## src/core/uart_tx_pkg.sv

```systemverilog
// constants, types and helper functions for the asynchronous serial transmitter.
// assumes a single 100 MHz system clock and configuration held stable by software.
//
// Function
// - bit time is 16*(divisor+1) clocks, or 8*(divisor+1) with double speed.
// - any frame of 5..9 data bits, none/even/odd parity, one or two stops.
// - order is start, data lsb first, optional parity, then stop bits.
// - line idles high; a low start bit marks the frame's beginning.
// - after a frame, the next starts with no gap or the line idles high.
// - even parity is the xor of the data bits; odd parity is its inverse.
// - parity mode bit 1 inserts parity after the msb, otherwise none is sent.
// - one frame format setting serves both directions of the channel.
// - writing a character fills the buffer and starts its transmission.
// - buffer moves to shifter when idle or right after the last stop bit.
// - empty flag tracks the buffer; writing zero clears it, one does nothing.
// - empty interrupt is asserted while the flag and both enables are set.
// - done flag sets when the frame has left and the buffer is empty.
// - done flag clears on interrupt acknowledge or a software write of zero.
// - done interrupt is asserted while the flag and both enables are set.
// - disabling mid-frame lets that frame finish before going inactive.
// - once disabled, the serial pin is released for general purpose use.
package uart_tx_pkg;

	// ------------------------------------------------------------
	// baud generation
	// ------------------------------------------------------------
	localparam int unsigned DIV_W = 8;
	localparam int unsigned PERIOD_W = 13;
	localparam logic [4:0] PRESCALE_NORMAL = 5'h10;
	localparam logic [4:0] PRESCALE_DOUBLE = 5'h08;

	// ------------------------------------------------------------
	// frame format
	// ------------------------------------------------------------
	localparam logic [2:0] SIZE_5 = 3'h0;
	localparam logic [2:0] SIZE_6 = 3'h1;
	localparam logic [2:0] SIZE_7 = 3'h2;
	localparam logic [2:0] SIZE_9 = 3'h7;
	localparam int unsigned PAR_EN_BIT = 1;
	localparam int unsigned PAR_ODD_BIT = 0;
	localparam logic EMPTY_RESET = 1'b1;
	localparam logic LINE_IDLE = 1'b1;

	typedef struct packed {
		logic [2:0] char_size;
		logic [1:0] parity_mode;
		logic stop_bits_sel;
	} frame_cfg_t;

	typedef enum logic [5:0] {
		S_IDLE = 6'h01,
		S_START = 6'h02,
		S_DATA = 6'h04,
		S_PARITY = 6'h08,
		S_STOP1 = 6'h10,
		S_STOP2 = 6'h20
	} tx_state_t;

	// number of data bits for a size code; unused codes fall back to eight
	function automatic logic [3:0] data_bits(input logic [2:0] size);
		unique case (size)
			SIZE_5: data_bits = 4'h5;
			SIZE_6: data_bits = 4'h6;
			SIZE_7: data_bits = 4'h7;
			SIZE_9: data_bits = 4'h9;
			default: data_bits = 4'h8;
		endcase
	endfunction

	// xor of the used data bits, inverted for odd parity
	function automatic logic parity_of(input logic [8:0] data, input frame_cfg_t cfg);
		logic [3:0] n;
		logic p;
		n = data_bits(cfg.char_size);
		p = cfg.parity_mode[PAR_ODD_BIT];
		for (int i = 0; i < 9; i++) begin
			if (i < int'(n)) begin
				p = p ^ data[i];
			end
		end
		parity_of = p;
	endfunction

	function automatic logic [PERIOD_W-1:0] bit_period(input logic [DIV_W-1:0] div,
		input logic dbl);
		logic [4:0] pre;
		pre = dbl ? PRESCALE_DOUBLE : PRESCALE_NORMAL;
		bit_period = PERIOD_W'({8'h00, pre} * ({5'h00, div} + 13'h0001));
	endfunction

endpackage

```

## src/core/uart_tx_core.sv

```systemverilog
// asynchronous serial transmitter: one-deep buffer, shifter, flags and requests.
// assumes the write, clear and acknowledge strobes are single-cycle and synchronous.
`timescale 1ns/1ns
module uart_tx_core
	import uart_tx_pkg::*;
#(
	parameter int unsigned DW = DIV_W
) (
	// clock and reset
	input wire logic clk,
	input wire logic rst,
	// configuration
	input wire logic tx_enable_bit,
	input wire logic double_speed_sel,
	input wire logic [DW-1:0] baud_divisor,
	input wire frame_cfg_t frame_cfg,
	input wire logic global_irq_en,
	input wire logic buffer_empty_irq_en,
	input wire logic frame_done_irq_en,
	// character write
	input wire logic data_wr,
	input wire logic [7:0] tx_data_reg,
	input wire logic ninth_tx_bit,
	// flag clears
	input wire logic empty_clr,
	input wire logic done_clr,
	input wire logic done_ack,
	// serial pin
	output logic serial_out,
	output logic serial_oe_n,
	// status and requests
	output logic buffer_empty_flag,
	output logic frame_done_flag,
	output logic buffer_empty_irq,
	output logic frame_done_irq,
	output logic tx_active
);

	// ------------------------------------------------------------
	// state
	// ------------------------------------------------------------
	tx_state_t state_q, state_d;
	logic [8:0] buf_q, buf_d;
	logic buf_full_q, buf_full_d;
	logic [8:0] shift_q, shift_d;
	logic [3:0] bit_cnt_q, bit_cnt_d;
	frame_cfg_t cfg_q, cfg_d;
	logic par_q, par_d;
	logic empty_q, empty_d;
	logic done_q, done_d;
	logic be_irq_q, be_irq_d;
	logic fd_irq_q, fd_irq_d;
	logic line_q, line_d;
	logic oe_n_q, oe_n_d;
	logic active_q, active_d;
	logic bit_tick;

	// ------------------------------------------------------------
	// decode
	// ------------------------------------------------------------
	wire in_idle = (state_q == S_IDLE);
	wire [3:0] nbits = data_bits(cfg_q.char_size);
	wire last_data = (bit_cnt_q == 4'(nbits - 4'h1));
	wire par_on = cfg_q.parity_mode[PAR_EN_BIT];
	wire two_stop = cfg_q.stop_bits_sel;
	wire frame_end = bit_tick && (((state_q == S_STOP1) && !two_stop)
		|| (state_q == S_STOP2));
	// a cleared enable stops new frames but never the one in flight
	wire load = buf_full_q && tx_enable_bit && (in_idle || frame_end);
	wire done_set = frame_end && !buf_full_q;

	baud_tick_gen #(
		.DW(DW)
	) u_baud (
		.clk(clk),
		.rst(rst),
		.run(!in_idle),
		.double_speed_sel(double_speed_sel),
		.baud_divisor(baud_divisor),
		.bit_tick(bit_tick)
	);

	// ------------------------------------------------------------
	// frame sequencer
	// ------------------------------------------------------------
	always_comb begin
		state_d = state_q;
		unique case (state_q)
			S_IDLE: begin
				if (load) begin
					state_d = S_START;
				end
			end
			S_START: begin
				if (bit_tick) begin
					state_d = S_DATA;
				end
			end
			S_DATA: begin
				if (bit_tick && last_data) begin
					state_d = par_on ? S_PARITY : S_STOP1;
				end
			end
			S_PARITY: begin
				if (bit_tick) begin
					state_d = S_STOP1;
				end
			end
			S_STOP1: begin
				if (bit_tick) begin
					state_d = two_stop ? S_STOP2 : (load ? S_START : S_IDLE);
				end
			end
			S_STOP2: begin
				if (bit_tick) begin
					state_d = load ? S_START : S_IDLE;
				end
			end
			default: state_d = S_IDLE;
		endcase
	end

	// frame format is captured at load so a mid-frame change cannot tear a frame
	assign cfg_d = load ? frame_cfg : cfg_q;
	assign par_d = load ? parity_of(buf_q, frame_cfg) : par_q;
	assign shift_d = load ? buf_q : ((state_q == S_DATA && bit_tick) ? {1'b0, shift_q[8:1]}
		: shift_q);
	assign bit_cnt_d = load ? 4'h0 : ((state_q == S_DATA && bit_tick) ? bit_cnt_q + 4'h1
		: bit_cnt_q);

	// ------------------------------------------------------------
	// buffer and flags
	// ------------------------------------------------------------
	// a write in the load cycle refills the buffer behind the character leaving it
	assign buf_d = data_wr ? {ninth_tx_bit, tx_data_reg} : buf_q;
	assign buf_full_d = data_wr || (buf_full_q && !load);
	// set wins over a software clear in the same cycle
	assign empty_d = (load && !data_wr) || (empty_q && !data_wr && !empty_clr);
	assign done_d = done_set || (done_q && !done_clr && !done_ack);
	assign be_irq_d = empty_d && buffer_empty_irq_en && global_irq_en;
	assign fd_irq_d = done_d && frame_done_irq_en && global_irq_en;

	// ------------------------------------------------------------
	// pin
	// ------------------------------------------------------------
	assign active_d = tx_enable_bit || (state_d != S_IDLE);
	assign oe_n_d = !active_d;

	always_comb begin
		line_d = LINE_IDLE;
		unique case (state_d)
			S_START: line_d = 1'b0;
			S_DATA: line_d = shift_d[0];
			S_PARITY: line_d = par_d;
			default: line_d = LINE_IDLE;
		endcase
	end

	always_ff @(posedge clk or posedge rst) begin
		if (rst) begin
			state_q <= S_IDLE;
			shift_q <= '0;
			bit_cnt_q <= '0;
			cfg_q <= '0;
			par_q <= 1'b0;
		end else begin
			state_q <= state_d;
			shift_q <= shift_d;
			bit_cnt_q <= bit_cnt_d;
			cfg_q <= cfg_d;
			par_q <= par_d;
		end
	end

	always_ff @(posedge clk or posedge rst) begin
		if (rst) begin
			buf_q <= '0;
			buf_full_q <= 1'b0;
			empty_q <= EMPTY_RESET;
			done_q <= 1'b0;
			be_irq_q <= 1'b0;
			fd_irq_q <= 1'b0;
		end else begin
			buf_q <= buf_d;
			buf_full_q <= buf_full_d;
			empty_q <= empty_d;
			done_q <= done_d;
			be_irq_q <= be_irq_d;
			fd_irq_q <= fd_irq_d;
		end
	end

	always_ff @(posedge clk or posedge rst) begin
		if (rst) begin
			line_q <= LINE_IDLE;
			oe_n_q <= 1'b1;
			active_q <= 1'b0;
		end else begin
			line_q <= line_d;
			oe_n_q <= oe_n_d;
			active_q <= active_d;
		end
	end

	assign serial_out = line_q;
	assign serial_oe_n = oe_n_q;
	assign buffer_empty_flag = empty_q;
	assign frame_done_flag = done_q;
	assign buffer_empty_irq = be_irq_q;
	assign frame_done_irq = fd_irq_q;
	assign tx_active = active_q;

	// ------------------------------------------------------------
	// checks
	// ------------------------------------------------------------
	logic [8:0] sent_q;

	always_ff @(posedge clk or posedge rst) begin
		if (rst) begin
			sent_q <= '0;
		end else if (load) begin
			sent_q <= buf_q;
		end
	end
endmodule

```

## src/core/baud_tick_gen.sv

```systemverilog
// bit-rate tick generator for the serial transmitter.
// assumes run is held high for the whole of a frame and low between frames.
`timescale 1ns/1ns
module baud_tick_gen
	import uart_tx_pkg::*;
#(
	parameter int unsigned DW = DIV_W
) (
	// clock and reset
	input wire logic clk,
	input wire logic rst,
	// control
	input wire logic run,
	input wire logic double_speed_sel,
	input wire logic [DW-1:0] baud_divisor,
	// tick at the end of every bit time
	output logic bit_tick
);

	logic [DW-1:0] div_q;
	logic [4:0] pre_q;
	logic [PERIOD_W-1:0] len_q;
	wire sub_tick = (div_q == baud_divisor);
	wire [4:0] pre_last = (double_speed_sel ? PRESCALE_DOUBLE : PRESCALE_NORMAL) - 5'h01;

	// counters restart when run drops, so every frame starts with a full start bit
	assign bit_tick = run && sub_tick && (pre_q == pre_last);

	always_ff @(posedge clk or posedge rst) begin
		if (rst) begin
			div_q <= '0;
			pre_q <= '0;
		end else if (!run) begin
			div_q <= '0;
			pre_q <= '0;
		end else if (sub_tick) begin
			div_q <= '0;
			pre_q <= (pre_q == pre_last) ? 5'h00 : pre_q + 5'h01;
		end else begin
			div_q <= div_q + 1'b1;
		end
	end

	// ------------------------------------------------------------
	// checks
	// ------------------------------------------------------------
	always_ff @(posedge clk or posedge rst) begin
		if (rst) begin
			len_q <= '0;
		end else if (!run || bit_tick) begin
			len_q <= '0;
		end else begin
			len_q <= len_q + 1'b1;
		end
	end
endmodule

```

## config.mk

```make
export PLATFORM = sky130hd
export DESIGN_NAME = uart_tx_core
export DESIGN_NICKNAME = d
export VERILOG_FILES = /design/src/core/uart_tx_pkg.sv /design/src/core/uart_tx_core.sv /design/src/core/baud_tick_gen.sv
export SDC_FILE = /design/constraint.sdc
export NUM_CORES = 1
export LEC_CHECK = 0
export ABC_AREA = 1
export BUFFER_PORTS_ARGS = -buffer_cell sky130_fd_sc_hd__buf_2
export CORE_MARGIN = 4
export CORE_UTILIZATION = 25
export DETAILED_ROUTE_END_ITERATION = 10
export GPL_ROUTABILITY_DRIVEN = 0
export PLACE_DENSITY = 0.45
export SETUP_SLACK_MARGIN = 0.02
export SLEW_MARGIN = 20
export SYNTH_ARGS = -nofsm -noshare
export SYNTH_HDL_FRONTEND = slang
export SYNTH_HIERARCHICAL = 1
export SYNTH_SLANG_ARGS = --single-unit
export TNS_END_PERCENT = 30
```

## constraint.sdc

```tcl
create_clock -name clk -period 1.97 [get_ports clk]
set_clock_uncertainty 0.1 [all_clocks]
set_input_delay 0 -clock clk [delete_from_list [all_inputs] [get_ports clk]]
set_output_delay 0 -clock clk [all_outputs]
set_load 0.02 [all_outputs]
```

Word-level counts from Yosys, hierarchy flattened
Index checks and enable logic that the tools add are counted.
{"block": "totals", "output_inout_bits": 7, "word_cells": 132, "register_bits": 56}
{"block": "classes", "n_lt_le_gt_ge": 9, "n_bitwise": 9, "muxes": 33, "add_sub_neg": 5, "reduce_logical": 38, "n_eq_ne": 19}
{"operator": "two-way mux 6 bit", "n": 7}
{"operator": "one-hot mux 6 bit (6 select lines)", "n": 1}
{"operator": "one-hot mux 4 bit (4 select lines)", "n": 2}
{"operator": "two-way mux 5 bit", "n": 5}
{"operator": "logical AND 1 bit", "n": 19}
{"operator": "two-way mux 9 bit", "n": 2}
{"operator": "< comparator 3 x 4 -> 1 bit (first input constant)", "n": 4}
{"operator": "two-way mux 8 bit", "n": 2}
{"operator": "== test 6 x 2 -> 1 bit (second input constant)", "n": 2}
{"operator": "== test 6 x 3 -> 1 bit (second input constant)", "n": 2}
{"operator": "== test 6 x 4 -> 1 bit (second input constant)", "n": 2}
{"operator": "two-way mux 1 bit", "n": 10}
{"operator": "zero test 1 bit", "n": 9}
{"operator": "bitwise XOR 1 bit", "n": 9}
{"operator": "adder 8 x 1 -> 8 bit (second input constant)", "n": 1}
{"operator": "== test 8 bit", "n": 1}
{"operator": "< comparator 1 x 4 -> 1 bit (first input constant)", "n": 2}
{"operator": "< comparator 2 x 4 -> 1 bit (first input constant)", "n": 2}
{"operator": "two-way mux 4 bit", "n": 2}
{"operator": "== test 3 x 1 -> 1 bit (second input constant)", "n": 2}
{"operator": "== test 3 x 2 -> 1 bit (second input constant)", "n": 2}
{"operator": "== test 3 bit (second input constant)", "n": 2}
{"operator": "== test 6 x 1 -> 1 bit (second input constant)", "n": 1}
{"operator": "== test 6 x 5 -> 1 bit (second input constant)", "n": 1}
{"operator": "other kinds (14)", "n": 21}

Depth between registers and ports, before layout
Gate-level depths: netlist (run 1).
{"block": "depth", "ltp_word": 22, "depth_mapped": 15, "mapped_depth_nobuf": 15}

Hierarchy
The synthesis (run 1) kept the hierarchy.
{"module": "uart_tx_core", "n_inst": 1, "seq_area_each_um2": 1056.0, "area_each_um2": 2173.3, "cells_per_inst": 284}
{"module": "baud_tick_gen", "n_inst": 1, "seq_area_each_um2": 325.3, "area_each_um2": 915.9, "cells_per_inst": 124}

Worst setup path after synthesis (run 1)
Ideal clock, no wire load.
{"block": "synth_timing", "path_kind": "register to register", "start": "register state_q[5]", "end": "register line_q, in the netlist serial_out", "setup_slack_ns": -0.084, "stages_incl_launch_ff": 10, "n_path_buf": 1, "setup_time_ns": 0.064, "arrival_time_ns": 1.890, "t_required_ns": 1.806, "synth_period_minus_slack_ns": 2.054, "cell_sequence": "dfrtp_1 -> nor2_1 -> nand4_1 -> inv_1 -> nor3_2 -> clkbuf_1 -> or3_1 -> nand2_1 -> nand3_1 -> nand3_1"}
{"element": "start, declared", "line_no": "uart_tx_core.sv:42", "source": "tx_state_t state_q, state_d;"}
{"element": "start signal, assigned", "line_no": "uart_tx_core.sv:167", "source": "state_q <= state_d;"}
{"element": "== test 6 x 1 -> 1 bit *", "line_no": "uart_tx_core.sv:61", "source": "wire in_idle = (state_q == S_IDLE);"}
{"element": "zero test 1 bit *", "line_no": "uart_tx_core.sv:77", "source": ".run(!in_idle),"}
{"element": "logical AND 1 bit * (2 in series)", "line_no": "baud_tick_gen.sv:27", "source": "assign bit_tick = run && sub_tick && (pre_q == pre_last);"}
{"element": "net bit_tick", "line_no": "uart_tx_core.sv:56", "source": "logic bit_tick;"}
{"element": "logical AND 1 bit", "line_no": "uart_tx_core.sv:66", "source": "wire frame_end = bit_tick && (((state_q == S_STOP1) && !two_stop)"}
{"element": "logical OR 1 bit", "line_no": "uart_tx_core.sv:69", "source": "wire load = buf_full_q && tx_enable_bit && (in_idle || frame_end);"}
{"element": "logical AND 1 bit", "line_no": "uart_tx_core.sv:69"}
{"element": "two-way mux 6 bit", "line_no": "uart_tx_core.sv:90", "source": "if (load) begin"}
{"element": "one-hot mux 6 bit (6 select lines) *", "line_no": "uart_tx_core.sv:88", "source": "unique case (state_q)"}
{"element": "net state_d[3]", "line_no": "uart_tx_core.sv:42"}
{"element": "== test 6 x 4 -> 1 bit (tied with other cells)", "line_no": "uart_tx_core.sv:151", "source": "unique case (state_d)"}
{"element": "one-hot mux 1 bit (3 select lines) *", "line_no": "uart_tx_core.sv:151"}
{"element": "net line_d", "line_no": "uart_tx_core.sv:53", "source": "logic line_q, line_d;"}
{"element": "end signal, assigned", "line_no": "uart_tx_core.sv:199", "source": "line_q <= line_d;"}
{"element": "end, declared", "line_no": "uart_tx_core.sv:53"}
Mark *: on every way through the listed nets, which the timed path passes. The rest lies on a longest branch. The select of a mux whose other input is x is not followed.
A chain may end at the register's enable or synchronous reset.

Final worst setup path (run 1)
{"block": "layout_timing", "start": "register u_baud.div_q[1]", "end": "register line_q, in the netlist serial_out"}
{"block": "layout_between", "elab_chain_cells": 12}
{"element": "start, declared", "line_no": "baud_tick_gen.sv:20", "source": "logic [DW-1:0] div_q;"}
{"element": "start signal, assigned", "line_no": "baud_tick_gen.sv:40", "source": "div_q <= div_q + 1'b1;"}
{"element": "== test 8 bit *", "line_no": "baud_tick_gen.sv:23", "source": "wire sub_tick = (div_q == baud_divisor);"}
{"element": "logical AND 1 bit * (2 in series)", "line_no": "baud_tick_gen.sv:27"}
{"element": "net bit_tick", "line_no": "uart_tx_core.sv:56"}
{"element": "logical AND 1 bit", "line_no": "uart_tx_core.sv:66"}
{"element": "logical OR 1 bit", "line_no": "uart_tx_core.sv:69"}
{"element": "logical AND 1 bit", "line_no": "uart_tx_core.sv:69"}
{"element": "two-way mux 2 bit", "line_no": "uart_tx_core.sv:111, uart_tx_core.sv:116"}
{"element": "two-way mux 6 bit", "line_no": "uart_tx_core.sv:111", "source": "state_d = two_stop ? S_STOP2 : (load ? S_START : S_IDLE);"}
{"element": "two-way mux 6 bit", "line_no": "uart_tx_core.sv:110", "source": "if (bit_tick) begin"}
{"element": "one-hot mux 6 bit (6 select lines)", "line_no": "uart_tx_core.sv:88"}
{"element": "== test 6 x 4 -> 1 bit (tied with other cells)", "line_no": "uart_tx_core.sv:151"}
{"element": "one-hot mux 1 bit (3 select lines) *", "line_no": "uart_tx_core.sv:151"}
{"element": "net line_d", "line_no": "uart_tx_core.sv:53"}
Marked as above.

==> summary.md, run 1 <==
| Metric | Value |
|---|---|
| Outcome | `finished clean` |
| Critical Path AT | `2.08 ns` |
| Pins Over Slew Limit | `0` |
| DP HPWL | `5390 µm` |
| H-tree depth | `2` |
| Worst Path Buf+Inv | `3` |
| Most frequent cells in the layout | `nand2_1 (110), inv_1 (65), dfrtp_1 (51)` |
| Vias in the first global route | `2783` |
| Clock transition at path regs | `0.08 ns` |
| Unrepaired setup endpoints after global routing | `yes` |
| Total CTS buffers | `5` |
| Core Rows | `40` |
| Final period util | `99.2%` |
| Routed len/inst | `10.7 µm` |
| Crit path launch type | `register` |
| Synthesis-stage register bit count | `55` |
| Worst VDD drop | `332 µV` |
| Synthesized cell area | `3090 µm²` |
| Initial antenna violation count | `0` |
| Max stage delay on crit path | `0.40 ns` |
| Sequence of cells on the critical path | `inv_1, nand2_1, nand2_1, nand2_2, nor2_4, nand2_8, nor3_4, buf_6, buf_4, nand2_1, o21ai_0, nand3_1, nor2_1, nand3_2` |
| Fillcell total | `1243` |
| Fmax | `512 MHz` |
| DR vias/cell | `4.20` |
| Final Hold Fails | `0` |
| Net Sw Power | `1.49 mW` |
| Area grow syn2layout | `45.6%` |
| Max Fanout on Critical Path | `8` |
| GRT met2 Usage | `18.3%` |
| HP Class | `in -> reg` |
| Max-Cap Viols | `0` |
| Initial core utilization | `25.6%` |
| Number of library cell types mapped by synthesis | `37` |
| Slowest-stage cell, CP | `dfrtp_1` |
| Layout cell share with drive strength beyond 1 | `28.9%` |
| Worst skew pair latency | `0.30 ns` |
| Headroom to the max-slew limit | `62.5%` |
| Core Box Area | `12100 µm²` |
| Sink Count | `55` |
| Top Ports | `41` |
| Critical Path RT | `2.10 ns` |
| Synth Warn # | `6` |
| Combinational cell fraction of total power | `39.0%` |
| First-pass GRT wire length | `12400 µm` |
| Syn Inst Count | `408` |
| Pre-antenna DRT Iters | `4` |
| Final nets | `562` |
| Mapped Nets | `445` |
| Met1 Usage GRT | `13.3%` |
| Final min period | `1.95 ns` |
| CTS Root Buffer Type | `clkbuf_16` |
| Clk network pwr share | `23.5%` |
| Diode count | `0` |
| Antenna-violating nets left | `0` |
| Critical path's top delay family | `simple AND/OR/NAND/NOR gates` |
| Die W | `119 µm` |
| Worst Tran Pin Value | `0.562 ns` |
| Port buffer count | `40` |
| Setup CP Type | `reg -> reg` |
| Grt peak-use layer | `met2` |
| Pre-CTS WS | `-0.0839 ns` |
| Via count | `2916` |
| Pleak | `2.26 nW` |
| Commonest non-fill, non-tap cell in the layout | `nand2_1` |
| Clock Path Buffers | `2` |
| Drt total wl | `7430 µm` |
| Setup slack after layout | `0.0162 ns` |
| Die height | `119 µm` |
| Most frequent CP cell | `nand2_1` |
| Final setup violating endpoints | `0` |
| Syn_area_per_cell | `7.57 µm²` |
| Sequential cell area fraction in the yosys report | `44.7%` |
| P_int | `2.59 mW` |
| Power Density | `907 nW/µm²` |
| Sequential Power Share | `37.5%` |
| Setup TNS | `0 ns` |
| Critical Path End Type | `register` |
| Met3 Use GR | `2.18%` |
| CTS tree | `built` |
| Switch share | `36.5%` |
| Drt initial violations | `152` |
| Largest net degree at the start of global routing | `43` |
| Die area | `14200 µm²` |
| Final routed DRC violation total | `0` |
| Grt total ovfl | `0` |
| GRT Resource Usage Total | `10.6%` |
==> synthesized netlist by cell type (all sizes together) <==
cell,count,area (µm²)
buf,3,23.8
nand3b,1,7.51
or3,1,6.26
a21boi,1,7.51
o311ai,1,8.76
a21oi,3,15.0
o211ai,7,52.6
nor3,2,15.0
xor2,5,43.8
ha,3,37.5
xnor2,5,43.8
dfstp,4,105
dfrtp,51,1280
o22ai,1,6.26
o21a,1,7.51
and2,1,6.26
nor2,37,189
nand2,126,523
o21ai,25,125
inv,71,267
nand4,13,81.3
nand3,37,190
and3,1,6.26
o32ai,1,8.76
clkbuf,5,18.8
o221ai,2,17.5
==> worst reg2reg max path: cells and delay by family (launching register included) <==
family                 cells  cell delay, ns
AND/OR/NAND/NOR           10            0.92
buffers and inverters      3            0.36
AO/OA/AOI/OAI              1            0.10
flip-flops                 1            0.40
==> sequential cells by signal, indices dropped and copies added (netlist names) <==
| name | flops |
|---|---|
| u_baud/pre_q | 5 |
| buf_q | 9 |
| cfg_q | 4 |
| u_baud/div_q | 8 |
| serial_oe_n | 1 |
| buf_full_q | 1 |
| buffer_empty_irq | 1 |
| state_q | 6 |
| two_stop | 1 |
| frame_done_irq | 1 |
| par_q | 1 |
| buffer_empty_flag | 1 |
| shift_q | 9 |
| frame_done_flag | 1 |
| tx_active | 1 |
| serial_out | 1 |
| bit_cnt_q | 4 |
==> metal layers <==
layer | up-vias | routed length (µm) | part of all wire, %
met2 | 58 | 3680 | 50
met5 | - | 0 | 0
met1 | 1324 | 3390 | 46
met4 | 0 | 80 | 1.1
met3 | 8 | 282 | 3.8
li1 | 1526 | - | -
==> per-stage QoR <==
stage	area, µm²	hold slack (ns)	instances	power [mW]	utilization [%]
global route	4500	0.0404	694	4.37	37.3
finish	4500	0.000773	694	4.08	37.3
global placement	3750	0.0121	645	2.83	31.1
detailed placement	3750	0.00462	645	2.83	31.1
CTS	4310	0.00189	687	3.95	35.7
floorplan	3100	-0.223	408	2.42	-
==> layout make-up <==
type	instances	area (µm²)	share of cell area, %
Tap cell	168	210	4.67
Multi-Input combinational cell	274	1560	34.7
Inverter	71	274	6.09
Clock inverter	2	17.5	0.390
Sequential cell	55	1380	30.7
Clock buffer	6	139	3.09
Timing Repair Buffer	118	915	20.3
==> kinds of logic (layout without fill, tap and decap cells) <==
family / count (synthesis) / count (layout) / share of synthesized area [%]
buffers and inverters: 79 / 197 / 10.0
AND/OR/NAND/NOR: 219 / 219 / 33.2
flip-flops: 55 / 55 / 44.7
adder cells (fa/ha/maj): 3 / 3 / 1.22
AO/OA/AOI/OAI: 42 / 42 / 8.06
XOR/XNOR: 10 / 10 / 2.84
==> repair_timing <==
item | CTS | global route
setup endpoints to repair | 21 | 31
endpoints found under the hold margin | 71 | 0
pin swaps | 8 | 14
buffers inserted | 2 | 5
cloned | 0 | 2
resized for setup | 16 | 28
hold buffers | 32 | 0
==> power groups by stage <==
stage	sequential (mW)	combinational, mW	clock (mW)
floorplan	1.57	0.850	0
global placement	1.54	1.28	0
detailed placement	1.54	1.29	0
CTS	1.52	1.42	1.01
global route	1.56	1.76	1.05
finish	1.53	1.59	0.957
==> path summary, 6_finish.rpt <==
path / startpoint / end / slack, ns / depth (start not counted)
setup / recovery: u_baud/div_q[1]$_DFF_PP0_ / serial_out$_DFF_PP1_ / 0.02 / 14
hold / removal: data_wr / buf_full_q$_DFF_PP0_ / 0.0008 / 3
setup reg to reg: u_baud/div_q[1]$_DFF_PP0_ / serial_out$_DFF_PP1_ / 0.02 / 14
hold reg to reg: shift_q[3]$_DFFE_PP0P_ / shift_q[2]$_DFFE_PP0P_ / 0.42 / 2
max in group asynchronous: rst / bit_cnt_q[0]$_DFFE_PP0P_ / 1.09 / 4
min in group asynchronous: rst / u_baud/pre_q[0]$_DFFE_PP0P_ / 0.22 / 3
No activity file was read; power rests on OpenSTA's default activity.
==> run 2, diff against run 1 <==
--- a/config.mk
+++ b/config.mk
@@ -5,13 +5,13 @@
 export SDC_FILE = /design/constraint.sdc
 export NUM_CORES = 1
 export LEC_CHECK = 0
-export ABC_AREA = 1
 export BUFFER_PORTS_ARGS = -buffer_cell sky130_fd_sc_hd__buf_2
 export CORE_MARGIN = 4
 export CORE_UTILIZATION = 25
 export DETAILED_ROUTE_END_ITERATION = 10
 export GPL_ROUTABILITY_DRIVEN = 0
-export PLACE_DENSITY = 0.45
+export PLACE_DENSITY = 0.46
+export REMOVE_ABC_BUFFERS = 1
 export SETUP_SLACK_MARGIN = 0.02
 export SLEW_MARGIN = 20
 export SYNTH_ARGS = -nofsm -noshare
==> run 2 against run 1 <==
- synthesized cell count fell by 38%
- critical path type unchanged
- fmax decreased by 17%
- global-route usage is 0.33 points higher
- the flow now finishes with violations (negative setup slack)
- sequential power rose by 3%
- utilization is 0.69 points lower
- total power fell by 4.6%
- sequential share of layout area grew 4.1 points
- highest routed layer unchanged
- critical path depth decreased by 4
- combinational power decreased by 11%
==> summary.md, run 2 <==
| Metric | Value |
|---|---|
| Max-Cap Viols | `0 (unchanged)` |
| Slowest-stage cell, CP | `dfrtp_1` |
| Drt total wl | `6640 µm (-11%)` |
| Synthesized cell area | `2760 µm² (-11%)` |
| Crit path launch type | `register` |
| Tightest hold margin | `0.183 ns (+0.183 ns)` |
| Clock transition at path regs | `0.10 ns (+0.02 ns)` |
| Grt total ovfl | `0 (unchanged)` |
| Worst skew pair latency | `0.31 ns (about the same)` |
| Pleak | `1.80 nW (-20%)` |
| Setup TNS | `-9.16 ns (-9.16 ns)` |
| Port buffer count | `40 (unchanged)` |
| Ys async rst share | `100% (unchanged)` |
| Non-filler instance count after layout | `506 (-27%)` |
| Die W | `113 µm (-5.1%)` |
| Fmax | `425 MHz (-17%)` |
| Critical path's top delay family | `simple AND/OR/NAND/NOR gates` |
| Sequential cell area | `1380 µm² (unchanged)` |
| Synth Flop Type | `dfrtp_1` |
| Critical Path End Type | `register` |
| Final min period | `2.36 ns (+0.401 ns)` |
| Fillcell total | `1117 (-10%)` |
| Drt initial violations | `69 (-55%)` |
| Max Fanout on Critical Path | `3 (-5)` |
| Max stage delay on crit path | `0.36 ns (-0.04 ns)` |
| Final period util | `120% (+20 points)` |
| Final routed DRC violation total | `0 (unchanged)` |
| GRT Resource Usage Total | `10.9% (+0.33 points)` |
| Critical Path RT | `2.07 ns (-0.03 ns)` |
| Die area | `12800 µm² (-9.9%)` |
| Clk network pwr share | `22.9% (-0.6 points)` |
| Layout cell share with drive strength beyond 1 | `38.5% (+9.6 points)` |
| Worst Path Buf+Inv | `2 (-1)` |
| Switch share | `31.8% (-4.7 points)` |
| Sequential cell area fraction in the yosys report | `50.0% (+5.3 points)` |
| Via count | `2319 (-20%)` |
| Sink Count | `55 (unchanged)` |
| First-pass GRT wire length | `11400 µm (-7.8%)` |
| Total CTS buffers | `5 (unchanged)` |
| Critical Path AT | `2.46 ns (+0.38 ns)` |
| Area grow syn2layout | `43.6%` |
| Most frequent CP cell | `buf_4` |
| Outcome | `finished with violations` |
| Commonest non-fill, non-tap cell in the layout | `dfrtp_1` |
| Synth Warn # | `6 (unchanged)` |
| Cells after DPL | `471 (-27%)` |
| Clock Path Buffers | `2 (unchanged)` |
| Synthesis-stage register bit count | `55 (unchanged)` |
| Top-count cell post-synth | `dfrtp_1` |
| Worst VDD drop | `368 µV (+11%)` |
| Headroom to the max-slew limit | `40.8% (-22 points)` |
| Number of enable flip-flop cells after synthesis | `0 (unchanged)` |
| Final setup violating endpoints | `33 (+33)` |
| Pins Over Slew Limit | `0 (unchanged)` |
| Commonest cells in the netlist | `dfrtp_1 (51), nor2_1 (22), xnor2_1 (22), mux2_2 (15)` |
| Largest regs | `buf_q: 9 flops, shift_q: 9 flops, u_baud/div_q: 8 flops` |
| Syn_area_per_cell | `11.0 µm² (+45%)` |
| Diode count | `0 (unchanged)` |
| Multi-input combinational cell area | `1400 µm² (-11%)` |
| Yosys top cell by area | `dfrtp_1` |
| Number of library cell types mapped by synthesis | `53 (+43%)` |
| Largest net degree at the start of global routing | `23 (-47%)` |
| Setup slack after layout | `-0.385 ns (-0.401 ns)` |
| DP HPWL | `4820 µm (-11%)` |
| Core Rows | `38 (-5.0%)` |
| Die height | `113 µm (-5.1%)` |
| Initial antenna violation count | `0 (unchanged)` |
| Final nets | `402 (-28%)` |
| Vias in the first global route | `2384 (-14%)` |
| Failing checks | `negative setup slack` |
| Top cell type's share of synthesized area | `46.2% (+4.9 points)` |
| Syn Inst Count | `252 (-38%)` |
| Combinational cell fraction of total power | `36.6% (-2.4 points)` |
| Top Ports | `41 (unchanged)` |
| Power Density | `980 nW/µm² (+8.1%)` |
| Core Box Area | `10800 µm² (-10%)` |
| H-tree depth | `2 (unchanged)` |
| Sequence of cells on the critical path | `ha_1, nand2_1, or3_4, nor4_4, buf_4, nand3b_1, nor2_2, buf_4, mux2i_4, a21oi_1` |
| CTS tree | `built` |
| Pre-antenna DRT Iters | `7 (+3)` |
| HP Class | `in -> async` |
| Top post-synthesis cells by area | `dfrtp_1 (46%), xnor2_1 (7.0%), mux2_2 (6.1%), dfstp_2 (3.8%), nor2_1 (3.0%)` |
| Setup CP Type | `reg -> reg` |
| Most frequent cells in the layout | `dfrtp_1 (51), buf_4 (44), buf_2 (40)` |
| Worst Tran Pin Value | `0.883 ns (+0.321 ns)` |
| Final Hold Fails | `0 (unchanged)` |
| Sequential Power Share | `40.5% (+3.0 points)` |
| Routed len/inst | `13.1 µm (+23%)` |
| Initial core utilization | `25.5% (-0.14 points)` |
| CTS Root Buffer Type | `clkbuf_8` |
| Antenna-violating nets left | `0 (unchanged)` |
| Net Sw Power | `1.24 mW (-17%)` |
| P_int | `2.65 mW (+2.3%)` |
| Unrepaired setup endpoints after global routing | `yes` |
| DR vias/cell | `4.58 (+9.1%)` |
==> run 2: cell count changes in the layout (fill, tap and decap cells not counted), moves of 11 or more <==
| cell | delta |
|---|---|
| nand3_1 | -20 |
| nand4_1 | -11 |
| nand2_1 | -98 |
| xnor2_1 | +18 |
| mux2_2 | +15 |
| inv_1 | -61 |
==> run 2: logic make-up (layout without fill, tap and decap cells) <==
kind of cell	Yosys count	count (layout)	share of synthesized area (%)
AO/OA/AOI/OAI	59	59	15.0
XOR/XNOR	28	28	8.88
adder cells (fa/ha/maj)	3	3	1.36
buffers and inverters	14	128	2.72
flip-flops	55	55	50.0
multiplexers	18	18	7.20
AND/OR/NAND/NOR	75	75	14.9
==> run 2: through the flow <==
step           power [mW]  util [%]  instance area (µm²)  worst slack [ns]
2_1_floorplan        2.32         -                 2710             -1.22
3_3_place_gp         2.90      31.9                 3460            -0.460
3_5_place_dp         2.93      31.9                 3460            -0.485
4_1_cts              3.92      36.2                 3920            -0.334
5_1_grt              4.15      36.6                 3970            -0.519
6_report             3.89      36.6                 3970            -0.385
==> run 2: path summary, 6_finish.rpt <==
path / startpoint / endpoint / slack, ns / cells past startpoint
max in group asynchronous: rst / buf_q[1]$_DFFE_PP0P_ / 1.02 / 4
setup / recovery: u_baud/pre_q[0]$_DFFE_PP0P_ / shift_q[0]$_DFF_PP0_ / -0.39 / 10
min in group clk: double_speed_sel / u_baud/pre_q[3]$_DFFE_PP0P_ / 0.20 / 5
setup reg to reg: u_baud/pre_q[0]$_DFFE_PP0P_ / shift_q[0]$_DFF_PP0_ / -0.39 / 10
hold / removal: rst / u_baud/div_q[0]$_DFF_PP0_ / 0.18 / 3
hold reg to reg: shift_q[3]$_DFFE_PP0P_ / shift_q[3]$_DFFE_PP0P_ / 0.39 / 1
==> run 2: power groups by stage <==
stage               sequential (mW)  clock, mW  combinational (mW)
global placement               1.59          0                1.31
detailed placement             1.59          0                1.34
floorplan                      1.63          0               0.691
finish                         1.58      0.890                1.42
global route                   1.61      0.969                1.57
CTS                            1.57      0.926                1.42
==> run 2: repair_timing <==
action                                  4_1_cts  5_1_grt
setup buffers                                 2        1
endpoints found under the setup margin       33       37
pin swaps                                    10        8
gates cloned                                  0        0
hold buffers                                 24        0
gates resized for setup                      17        8
hold endpoints to repair                     53        0
==> run 2: final cells by class <==
cell class / count / area share, %
repair buffers: 114 / 21.6
inverters: 6 / 0.568
clock inverters: 3 / 1.70
well taps: 140 / 4.42
flip-flops and latches: 55 / 34.8
clock buffers: 5 / 1.74
multi-input cells: 183 / 35.2
==> run 2: tightest hold or removal path, delay by kind of cell <==
kind / cells / cell delay [ns]
buffers and inverters: 3 / 1.07
==> run 2: routing by layer <==
| metal | share of wire (%) | global-route usage (%) | vias to the layer above |
|---|---|---|---|
| li1 | - | - | 1131 |
| met3 | 3.3 | 2.09 | 10 |
| met5 | 0 | 0 | - |
| met2 | 51 | 19.2 | 39 |
| met1 | 44 | 13.7 | 1139 |
| met4 | 1.2 | 2.72 | 0 |
